### src/include/mre_pkg.sv
// Shared constants and carrier types for the memory reference execute unit
package mre_pkg;
    localparam int WORD_W = 16;
    localparam int BUS_AW = 8;

    // Word bit 0 is the MSB, so field positions count down from 15
    localparam int POS_CLASS = 15;
    localparam int POS_MV_HI = 14;
    localparam int POS_MV_LO = 13;
    localparam int POS_AC_HI = 12;
    localparam int POS_AC_LO = 11;
    localparam int POS_IND = 10;
    localparam int POS_X_HI = 9;
    localparam int POS_X_LO = 8;
    localparam int POS_D_HI = 7;
    localparam int POS_D_LO = 0;
    localparam int POS_FN_HI = 10;
    localparam int POS_FN_LO = 8;
    localparam int POS_SH_HI = 7;
    localparam int POS_SH_LO = 6;
    localparam int POS_CY_HI = 5;
    localparam int POS_CY_LO = 4;
    localparam int POS_NL = 3;
    localparam int POS_SK_HI = 2;
    localparam int POS_SK_LO = 0;

    // Move-data codes in word bits 1-2
    localparam logic [1:0] MV_JMPGRP = 2'h0;
    localparam logic [1:0] MV_LOAD = 2'h1;
    localparam logic [1:0] MV_STORE = 2'h2;
    // Jump and modify-memory codes in word bits 3-4
    localparam logic [1:0] JM_JUMP = 2'h0;
    localparam logic [1:0] JM_SUBR = 2'h1;
    localparam logic [1:0] JM_INCSKIP = 2'h2;
    localparam logic [1:0] JM_DECSKIP = 2'h3;
    // Index modes in word bits 6-7
    localparam logic [1:0] IDX_PAGE0 = 2'h0;
    localparam logic [1:0] IDX_REL = 2'h1;
    localparam logic [1:0] IDX_AC2 = 2'h2;
    localparam logic [1:0] IDX_AC3 = 2'h3;

    // Register map, byte addresses
    localparam logic [7:0] REG_CTRL = 8'h00;
    localparam logic [7:0] REG_STATUS = 8'h04;
    localparam logic [7:0] REG_PC = 8'h08;
    localparam logic [7:0] REG_IR = 8'h0c;
    localparam logic [7:0] REG_EA = 8'h10;
    localparam logic [7:0] REG_COUNT = 8'h14;
    localparam logic [3:0] REG_AC_PAGE = 4'h2;
    localparam int CTRL_RUN = 0;
    localparam int CTRL_STEP = 1;

    localparam logic [15:0] RESET_PC = 16'h0000;
    localparam logic [15:0] RESET_WORD = 16'h0000;
    localparam logic [15:0] ONE = 16'h0001;
    localparam logic [15:0] SKIP_STEP = 16'h0002;

    typedef struct packed {
        logic rd;
        logic wr;
        logic [15:0] addr;
        logic [15:0] wdata;
    } mre_mem_t;

    typedef struct packed {
        logic [1:0] srcAcc;
        logic [1:0] dstAcc;
        logic [2:0] func;
        logic [1:0] shiftCtl;
        logic [1:0] carrySel;
        logic noLoad;
        logic [2:0] skipCond;
    } mre_alu_t;
endpackage

### src/mre_core.sv
// Memory reference execute unit: fetch, address, indirection and execution
// Functional notes
// - Jump/modify words: opcode bits 0-4, indirect bit 5, index 6-7, displacement 8-15.
// - Index 00 page zero, 01 PC relative, 10/11 accumulator 2/3 plus signed displacement.
// - Indirect bit set runs an indirect fetch before the operation.
// - Indirect fetch reads a second address word at the computed address.
// - Bits 1-2 at 01 or 10 mean move data, run once address ready.
// - Load copies memory word into the selected accumulator.
// - Store writes the selected accumulator to memory.
// - Bits 0-2 all zero selects jump/modify group by bits 3-4.
// - Jump copies effective address to PC and continues there.
// - Subroutine jump saves PC plus one in accumulator 3, then jumps.
// - Increment memory, write back, skip next word when zero.
// - Decrement memory, write back, skip next word when zero.
// - Accumulator field codes 0-3 pick accumulators 0-3.
// - Relative mode uses the executing instruction's address as base.
// - Bit 0 set marks arithmetic/logic; function in bits 5-7.
// - Arithmetic/logic fields are decoded and handed to the ALU.
`timescale 1ns/10ps
module mre_core
    import mre_pkg::*;
(
    input wire logic clk,
    input wire logic rst_n,
    input wire logic [7:0] busAddr,
    input wire logic [15:0] busWdata,
    input wire logic busWr,
    input wire logic busRd,
    output logic [15:0] busRdata,
    output mre_mem_t memReq,
    input wire logic [15:0] memRdData,
    output logic aluStrobe,
    output mre_alu_t aluFields
);
    typedef enum logic [3:0] {
        ST_IDLE,
        ST_FETCH,
        ST_FETCH_WAIT,
        ST_DECODE,
        ST_IND_RD,
        ST_IND_WAIT,
        ST_EXEC,
        ST_LOAD_WAIT,
        ST_MOD_WAIT
    } mre_state_t;

    typedef struct packed {
        mre_state_t st;
        logic run;
        logic step;
        logic [15:0] pc;
        logic [15:0] ir;
        logic [15:0] ea;
        logic [3:0][15:0] acc;
        mre_mem_t mem;
        logic [15:0] rdData;
        logic aluStb;
        mre_alu_t alu;
        logic [15:0] count;
    } mre_core_t;

    mre_core_t cur;
    mre_core_t nxt;

    logic [15:0] eaComb;
    logic isAlu;
    mre_alu_t aluDec;
    logic [1:0] moveCode;
    logic [1:0] accSel;

    // field split of the instruction word
    assign moveCode = cur.ir[POS_MV_HI:POS_MV_LO];
    assign accSel = cur.ir[POS_AC_HI:POS_AC_LO];

    mre_ea_calc eaCalc (
        .indexMode(cur.ir[POS_X_HI:POS_X_LO]),
        .disp(cur.ir[POS_D_HI:POS_D_LO]),
        .pc(cur.pc),
        .accTwo(cur.acc[2]),
        .accThree(cur.acc[3]),
        .ea(eaComb)
    );

    mre_alu_fields aluSplit (
        .instr(cur.ir),
        .isAlu(isAlu),
        .fields(aluDec)
    );

    // Outputs all come straight from the state register
    assign busRdata = cur.rdData;
    assign memReq = cur.mem;
    assign aluStrobe = cur.aluStb;
    assign aluFields = cur.alu;

    // Next state: bus slave first, then the execution sequence
    always_comb begin
        logic [15:0] modVal;
        logic [15:0] rdMux;
        logic finish;
        modVal = RESET_WORD;
        rdMux = RESET_WORD;
        finish = 1'b0;
        nxt = cur;
        nxt.mem.rd = 1'b0;
        nxt.mem.wr = 1'b0;
        nxt.aluStb = 1'b0;
        nxt.rdData = RESET_WORD;

        // Register reads answer next cycle; unmapped offsets read zero
        if (busRd) begin
            if (busAddr[7:4] == REG_AC_PAGE) begin
                rdMux = cur.acc[busAddr[3:2]];
            end else begin
                case (busAddr)
                    REG_CTRL: rdMux = {14'h0000, cur.step, cur.run};
                    REG_STATUS: rdMux = {11'h000, cur.st, cur.st != ST_IDLE};
                    REG_PC: rdMux = cur.pc;
                    REG_IR: rdMux = cur.ir;
                    REG_EA: rdMux = cur.ea;
                    REG_COUNT: rdMux = cur.count;
                    default: rdMux = RESET_WORD;
                endcase
            end
            nxt.rdData = rdMux;
        end

        // PC and accumulators only take bus writes while halted, so
        // software can never tear a running instruction
        if (busWr) begin
            if (busAddr == REG_CTRL) begin
                nxt.run = busWdata[CTRL_RUN];
                nxt.step = cur.step | busWdata[CTRL_STEP];
            end else if (cur.st == ST_IDLE) begin
                if (busAddr == REG_PC) begin
                    nxt.pc = busWdata;
                end else if (busAddr[7:4] == REG_AC_PAGE) begin
                    nxt.acc[busAddr[3:2]] = busWdata;
                end
            end
        end

        unique case (cur.st)
            ST_IDLE: begin
                if (cur.run || cur.step) begin
                    // A step request arriving now stays pending: set wins over consume
                    nxt.step = busWr && (busAddr == REG_CTRL) && busWdata[CTRL_STEP];
                    nxt.st = ST_FETCH;
                end
            end
            ST_FETCH: begin
                nxt.mem.rd = 1'b1;
                nxt.mem.addr = cur.pc;
                nxt.st = ST_FETCH_WAIT;
            end
            ST_FETCH_WAIT: begin
                nxt.ir = memRdData;
                nxt.st = ST_DECODE;
            end
            ST_DECODE: begin
                if (isAlu) begin
                    nxt.alu = aluDec;
                    nxt.aluStb = 1'b1;
                    nxt.pc = cur.pc + ONE;
                    finish = 1'b1;
                end else begin
                    nxt.ea = eaComb;
                    nxt.st = cur.ir[POS_IND] ? ST_IND_RD : ST_EXEC;
                end
            end
            ST_IND_RD: begin
                nxt.mem.rd = 1'b1;
                nxt.mem.addr = cur.ea;
                nxt.st = ST_IND_WAIT;
            end
            ST_IND_WAIT: begin
                nxt.ea = memRdData;
                nxt.st = ST_EXEC;
            end
            ST_EXEC: begin
                // move data when bits 1-2 are 01 or 10
                if (moveCode == MV_LOAD) begin
                    nxt.mem.rd = 1'b1;
                    nxt.mem.addr = cur.ea;
                    nxt.st = ST_LOAD_WAIT;
                end else if (moveCode == MV_STORE) begin
                    nxt.mem.wr = 1'b1;
                    nxt.mem.addr = cur.ea;
                    nxt.mem.wdata = cur.acc[accSel];
                    nxt.pc = cur.pc + ONE;
                    finish = 1'b1;
                end else if (moveCode == MV_JMPGRP) begin
                    unique case (accSel)
                        JM_JUMP: begin
                            nxt.pc = cur.ea;
                            finish = 1'b1;
                        end
                        JM_SUBR: begin
                            nxt.acc[3] = cur.pc + ONE;
                            nxt.pc = cur.ea;
                            finish = 1'b1;
                        end
                        JM_INCSKIP, JM_DECSKIP: begin
                            nxt.mem.rd = 1'b1;
                            nxt.mem.addr = cur.ea;
                            nxt.st = ST_MOD_WAIT;
                        end
                    endcase
                end else begin
                    // Code 11 is outside this unit; step over it
                    nxt.pc = cur.pc + ONE;
                    finish = 1'b1;
                end
            end
            ST_LOAD_WAIT: begin
                nxt.acc[accSel] = memRdData;
                nxt.pc = cur.pc + ONE;
                finish = 1'b1;
            end
            ST_MOD_WAIT: begin
                modVal = (accSel == JM_INCSKIP) ? memRdData + ONE : memRdData - ONE;
                nxt.mem.wr = 1'b1;
                nxt.mem.addr = cur.ea;
                nxt.mem.wdata = modVal;
                nxt.pc = cur.pc + ((modVal == RESET_WORD) ? SKIP_STEP : ONE);
                finish = 1'b1;
            end
        endcase

        if (finish) begin
            nxt.count = cur.count + ONE;
            nxt.st = nxt.run ? ST_FETCH : ST_IDLE;
        end
    end

    // Single state register for the whole unit
    always_ff @(posedge clk or negedge rst_n) begin
        if (!rst_n) begin
            cur <= '0;
            cur.st <= ST_IDLE;
            cur.pc <= RESET_PC;
        end else begin
            cur <= nxt;
        end
    end
endmodule

### src/mre_ea_calc.sv
// Effective address former for the four index modes
`timescale 1ns/10ps
module mre_ea_calc
    import mre_pkg::*;
(
    input wire logic [1:0] indexMode,
    input wire logic [7:0] disp,
    input wire logic [15:0] pc,
    input wire logic [15:0] accTwo,
    input wire logic [15:0] accThree,
    output logic [15:0] ea
);
    // Displacement is signed for every mode but page zero
    function automatic logic [15:0] sext(input logic [7:0] d);
        return {{8{d[7]}}, d};
    endfunction

    // relative base is the executing word's address
    always_comb begin
        unique case (indexMode)
            IDX_PAGE0: ea = {8'h00, disp};
            IDX_REL: ea = pc + sext(disp);
            IDX_AC2: ea = accTwo + sext(disp);
            IDX_AC3: ea = accThree + sext(disp);
        endcase
    end
endmodule

### src/mre_alu_fields.sv
// Field splitter for the arithmetic/logic instruction class
`timescale 1ns/10ps
module mre_alu_fields
    import mre_pkg::*;
(
    input wire logic [15:0] instr,
    output logic isAlu,
    output mre_alu_t fields
);
    assign isAlu = instr[POS_CLASS];

    always_comb begin
        fields.srcAcc = instr[POS_MV_HI:POS_MV_LO];
        fields.dstAcc = instr[POS_AC_HI:POS_AC_LO];
        fields.func = instr[POS_FN_HI:POS_FN_LO];
        fields.shiftCtl = instr[POS_SH_HI:POS_SH_LO];
        fields.carrySel = instr[POS_CY_HI:POS_CY_LO];
        fields.noLoad = instr[POS_NL];
        fields.skipCond = instr[POS_SK_HI:POS_SK_LO];
    end
endmodule

### config.mk
export PLATFORM = sky130hd
export DESIGN_NAME = mre_core
export DESIGN_NICKNAME = d
export VERILOG_FILES = /design/src/include/mre_pkg.sv /design/src/mre_core.sv /design/src/mre_ea_calc.sv /design/src/mre_alu_fields.sv
export SDC_FILE = /design/constraint.sdc
export NUM_CORES = 1
export LEC_CHECK = 0
export BUFFER_PORTS_ARGS = -buffer_cell sky130_fd_sc_hd__buf_4
export CAP_MARGIN = 20
export CORE_ASPECT_RATIO = 2
export CORE_MARGIN = 2
export CORE_UTILIZATION = 55
export DETAILED_ROUTE_END_ITERATION = 16
export HOLD_SLACK_MARGIN = 0.05
export PLACE_DENSITY = 0.76
export SETUP_SLACK_MARGIN = 0.1
export SYNTH_ARGS = -nofsm -noshare
export SYNTH_HDL_FRONTEND = slang
export SYNTH_SLANG_ARGS = --single-unit
### constraint.sdc
create_clock -name clk -period 4.2 [get_ports clk]
set_input_delay 0.84 -clock clk [delete_from_list [all_inputs] [get_ports clk]]
set_output_delay 0.84 -clock clk [all_outputs]
set_load 0.05 [all_outputs]
**Word level (Yosys, flattened, before mapping)**

Index checks and enable logic that the tools add are counted.

- Word-level logic and storage cells: 171
- Flip-flop bits (word level): 200
- Bits of input ports: 44

- Bitwise gates (word level): 1
- Reduce and logical (&&, ||, !) cells: 26
- Magnitude comparators: 4
- Muxes and demuxes: 76
- Equal/unequal tests: 32
- Add/sub/neg operators: 8

Operators by type and width:

| operator | count |
|---|---|
| 16-bit 2-to-1 mux | 28 |
| 64-bit 2-to-1 mux | 5 |
| 64-bit bitwise mux | 2 |
| 16-bit case mux with 4 select lines | 2 |
| 16-bit case mux with 2 select lines | 3 |
| 16-bit case mux with 6 select lines | 1 |
| 16-bit binary-select mux with 2-bit select | 2 |
| 16-bit demux with 2-bit select | 2 |
| 16-bit by 1-bit adder with 16-bit output, second input constant | 3 |
| 16-bit adder | 3 |
| 48-bit 2-to-1 mux | 1 |
| 16-bit case mux with 3 select lines | 1 |
| 4-bit 2-to-1 mux | 7 |
| 4-bit case mux with 7 select lines | 1 |
| 18-bit 2-to-1 mux | 1 |
| 16-bit by 2-bit adder with 16-bit output | 1 |
| 4-bit by 3-bit == test with 1-bit output, second input constant | 4 |
| 8-bit by 4-bit == test with 1-bit output, second input constant | 2 |
| 8-bit by 5-bit == test with 1-bit output, second input constant | 2 |
| 16-bit logical NOT | 1 |
| 16-bit by 1-bit subtractor with 16-bit output, second input constant | 1 |
| 1-bit 2-to-1 mux | 14 |
| 4-bit by 2-bit == test with 1-bit output, second input constant | 3 |
| 4-bit inequality test, second input constant | 3 |
| other kinds (28) | 54 |

**Depth between registers and ports, before layout**

- Depth after elaboration: 15
- Gate-level depth with buffers: 20
- Depth with buffers taken out: 19

**Cells and area by module**

A second synthesis with hierarchy kept.

- Cell total of the unflattened synthesis: 1,504
- Area total of the unflattened synthesis: 13,588.0 um^2

By module, submodules not included:

| module | area an instance (um^2) | instances | cells an instance | seq. area each (um^2) |
|---|---|---|---|---|
| mre_core | 12,245.5 | 1 | 1,302 | 5,004.8 |
| mre_ea_calc | 1,222.4 | 1 | 186 | 0.0 |
| mre_alu_fields | 120.1 | 1 | 16 | 0.0 |

**Least setup slack after synthesis**

Ideal clock, no wire load.

- Kind: register to register
- Start: register cur (netlist bit accSel[1])
- End: register, netlist name cur[192]
- Arrival: 4,484 ps
- Cell stages (with the launch flop): 20
- Setup slack: -420 ps
- Clock period less this slack: 4,620 ps
- Library setup time: 136 ps
- Data required time: 4,064 ps
- Cells stage by stage: dfrtp_1 > clkbuf_1 > nand2b_1 > ha_1 > and3b_1 > or2_1 > a31oi_1 > xor2_1 > o2111ai_1 > nor4b_1 > nand4_1 > a211o_1 > ha_1 > fa_1 > and3_1 > nand2_1 > xor2_1 > nor2_1 > a221oi_1 > o21ai_0

RTL lines:

| what | RTL line | text |
|---|---|---|
| start, declared | mre_core.sv:62 | `mre_core_t cur;` |
| start signal, assigned | mre_core.sv:243 | `cur <= nxt;` |

==> summary.txt <==
STA
  • Worst Tran Pin Value: around 1200 ps
  • RSZ-0062 raised after global routing: true
  • Final setup viols: 15
  • Hold Fails Final Rpt: 0
  • Slew margin rel.: 23.1%
  • Part of the cycle the worst path needs: 104%
  • Max Slew Vio Count: 0
  • Worst clock skew: 13.4 ps
  • Crit path time final: 4380 ps
  • Worst Slack Setup Final: -183 ps
  • Fmax: 228 MHz
  • Setup TNS: -1990 ps

Cells and area
  • Finished Cell Area: 15,500 um2
  • Layout Cells excl Fill: 1,790
  • Layout cell share with drive strength beyond 1: 26.0%
  • # nets final: 1,579
  • Layout area overhead: 15.8%
  • Fin util: 64.7%

Place
  • Dpl hpwl: 35,800 um
  • Final Wtd Congestion: 1.13
  • Number of port buffers: around 110
  • DP Area: 14,500 um2
  • # placed instances: about 1,700

Critical path
  • Max incr delay on CP: between 400 and 500 ps
  • Worst setup SP type: register
  • CP required: about 4600 ps
  • CP Max Fanout: 8
  • Worst endpoint data arrival time: 4740 ps
  • FF-to-FF Start: accSel[0]$_DFFE_PN0P_
  • Reg2reg end: cur[185]$_DFF_PN0_
  • Worst path slowest cell: dfrtp_2
  • CP dominant cell by count: buf_4
  • CP Capture Type: register
  • Critical Setup Path Class: register to register
  • Cells along the critical path: nand2b_4 > inv_2 > fa_2 > and3b_2 > or2_4 > a31oi_4 > xor2_2 > o2111ai_2 > nor4b_4 > buf_4 > nand4_1 > buf_4 > a211oi_2 > buf_4 > ha_4 > a21o_1 > nand2_2 > a22o_1 > a21o_1 > a221o_1
  • Worst Setup EP: cur[185]$_DFF_PN0_
  • Reg2reg path depth: 20
  • Setup slack, reg-to-reg: -180 ps
  • Setup crit start: accSel[0]$_DFFE_PN0P_

Floorplan
  • Die Y: 225 um
  • Die area: roughly 26,000 um2
  • Core area: around 24,000 um2
  • Num ports: between 100 and 150
  • Row Count: 80
  • Die width: between 100 and 150 um
  • Initial Util: a little under three fifths

Synthesis
  • Ys async rst share: 100%
  • EDFF count, synth: 0
  • FF+latch count, synth: 200
  • Synthesized area: 13,400 um2
  • Synth Instances: about 1,400
  • Syn nets: ~1,500
  • Dominant cells by area after synthesis: dfrtp_1 37%, mux2i_1 8.5%, mux4_2 5.4%
  • Prevailing post-synth register cell: dfrtp_1
  • Post-synthesis sequential area ratio: 37.4%
  • Synth unique cells: 74
  • Post-synth top area cell: dfrtp_1
  • Avg Synthesized Cell Area: 9.50 um2
  • Ys Warns: 0
  • Post-synth top area share: 37.4%

Outcome
  • Failing checks: negative setup slack
  • Status: finished, violations left

Job
  • Max cap viols: 0

CTS
  • CTS sink count: 200
  • Num CTS Buffers: 17
  • Worst-Skew Late Latency: 470 ps
  • H-tree levels: 4
  • Max clock buf depth: 2
  • TritonCTS clock tree: done
  • Post-CTS Hold Fix Bufs: 0
  • CTS root buf: clkbuf_16
  • Clk slew on worst S/H paths: 80 ps

Hold path
  • Worst hold path type: input pin to asynchronous set/reset pin

Drt
  • Drt drc: 0
  • DR WL/cell: between 20 and 30 um
  • DRT iter0 DRCs: 1,253
  • Via count: roughly 12,000
  • Vias per cell: around 6.7
  • Routed Antenna Nets: 0
  • Drt pass-1 iters: 8
  • DRT Wirelength: 48,700 um

Power and ir drop
  • Maximum VDD drop: 0.000610 V
  • PwrDens: roughly 840 nW/um2
  • NetSw: around 6.4 mW
  • Seq pwr share: 27.4%
  • Switching share of power: 49.3%
  • Lkg Pwr: 7.05 nW
  • Tot Pwr: 13.0 mW
  • Comb pwr share: 60.6%
  • Clock power frac: 12.0%
  • Power Internal: 6.60 mW

Global route
  • Gr usage total: 39.0%
  • Pin count of the biggest net entering global routing: 88
  • Number of global-route vias before repair: around 12,000
  • First-pass GRT wire length: 73,200 um
  • Remaining global-route overflow: 0
  • Initial antenna violation count: 0
## critical path, delay by kind of cell, from the launching register on
kind / cells / cell delay (ps)
AO/OA/AOI/OAI: 7 / 1400
XOR/XNOR: 1 / 220
adder cells (fa/ha/maj): 2 / 320
buffers and inverters: 4 / 610
flip-flops: 1 / 430
AND/OR/NAND/NOR: 6 / 1290
## power groups by stage
stage	registers [mW]	clock network, mW	logic (mW)
after global routing	3.62	1.63	8.35
final	3.56	1.57	7.88
after global placement	3.50	0	7.18
after floorplan	3.10	0	5.17
after CTS	3.51	1.57	7.66
after detailed placement	3.53	0	7.27
## through the flow
step / hold WS [ps] / worst slack [ps]
2_1_floorplan: 446 / 66.2
3_3_place_gp: 465 / -622
3_5_place_dp: 470 / -604
4_1_cts: 462 / -107
5_1_grt: 485 / -383
6_report: 424 / -183
## cells in the mapped netlist (all sizes together) (3+ instances only)
| library cell | number |
|---|---|
| nor4 | 5 |
| a21oi | 85 |
| buf | 91 |
| o221ai | 7 |
| nor2 | 87 |
| nand4 | 10 |
| clkbuf | 75 |
| o211ai | 8 |
| ha | 43 |
| fa | 3 |
| nor4b | 4 |
| and3b | 3 |
| nand3 | 26 |
| a22oi | 41 |
| a211o | 4 |
| a22o | 3 |
| a31oi | 19 |
| nand2b | 6 |
| nor3 | 18 |
| and2 | 3 |
| a222oi | 7 |
| inv | 18 |
| xnor2 | 35 |
| mux2 | 29 |
| or2 | 3 |
| nand3b | 4 |
| o21a | 5 |
| dfrtp | 200 |
| and3 | 25 |
| o21ai | 127 |
| o22ai | 8 |
| nor2b | 7 |
| xor2 | 29 |
| a221oi | 15 |
| mux4 | 32 |
| a21o | 11 |
| a221o | 4 |
| mux2i | 114 |
| nand2 | 166 |
## cell families after synthesis
logic type                 Yosys count  share of synthesized area, %
adders and majority gates           46                          4.47
buffers and inverters              184                          7.33
AOI/OAI and AO/OA                  362                          17.0
DFF                                200                          37.4
xor gates and xnor gates            64                          4.19
muxes                              175                          16.4
and+or+nand+nor                    377                          13.2
## flip-flops by register name, summed over array words and instances (netlist names)
signal,cells
cur,132
memReq,34
busRdata,16
aluFields,15
accSel,2
aluStrobe,1
## placed cells by master (no fill, tap or decap), types with 26 or more instances in the layout
| master | synthesis | routed |
|---|---|---|
| mux2_2 | 29 | 29 |
| o21ai_0 | 123 | 115 |
| a22oi_1 | 41 | 40 |
| ha_1 | 43 | 36 |
| dfrtp_1 | 200 | 198 |
| xor2_1 | 29 | 26 |
| xnor2_1 | 35 | 34 |
| mux4_2 | 32 | 32 |
| mux2i_1 | 114 | 114 |
| a21oi_1 | 83 | 76 |
| nand2_1 | 166 | 162 |
| buf_4 | 66 | 219 |
| nor2_1 | 86 | 85 |
## final cells by class
cell class,count,area (um2)
Antenna cell,1,2.50
Clock buffer,22,464
Clock inverter,10,71.3
Fill cell,1976,8440
Inverter,18,67.6
Multi-Input combinational cell,1025,7750
Sequential cell,200,5010
Tap cell,287,359
Timing Repair Buffer,227,1770
## what timing repair did
action                     CTS  global route
resized for setup           34            22
buffers inserted            10             2
cloned                       1             0
setup endpoints to repair   16            16
pin swaps                   17            21
## how the worst min path moves through the flow
| stage | startpoint | end | slack (ps) |
|---|---|---|---|
| floorplan | cur[15]$_DFFE_PN0P_ | cur[15]$_DFFE_PN0P_ | 450 |
| global placement | memReq[29]$_DFFE_PN0P_ | memReq[29]$_DFFE_PN0P_ | 470 |
| detailed placement | cur[15]$_DFFE_PN0P_ | cur[15]$_DFFE_PN0P_ | 470 |
| CTS | rst_n | cur[135]$_DFF_PN0_ | 460 |
| global route | rst_n | aluFields[0]$_DFFE_PN0P_ | 490 |
| finish | rst_n | aluFields[0]$_DFFE_PN0P_ | 420 |
## routing by layer
layer	share of wire [%]	wire, um	GRT usage, %	vias to the layer above
met4	9.6	4670	31.0	0
met3	7.6	3720	7.25	224
li1	-	-	-	5212
met5	0	0	0	-
met1	33	16000	42.8	5854
met2	50	24300	65.1	756
Note: power is estimated with default switching activity, not from simulation.
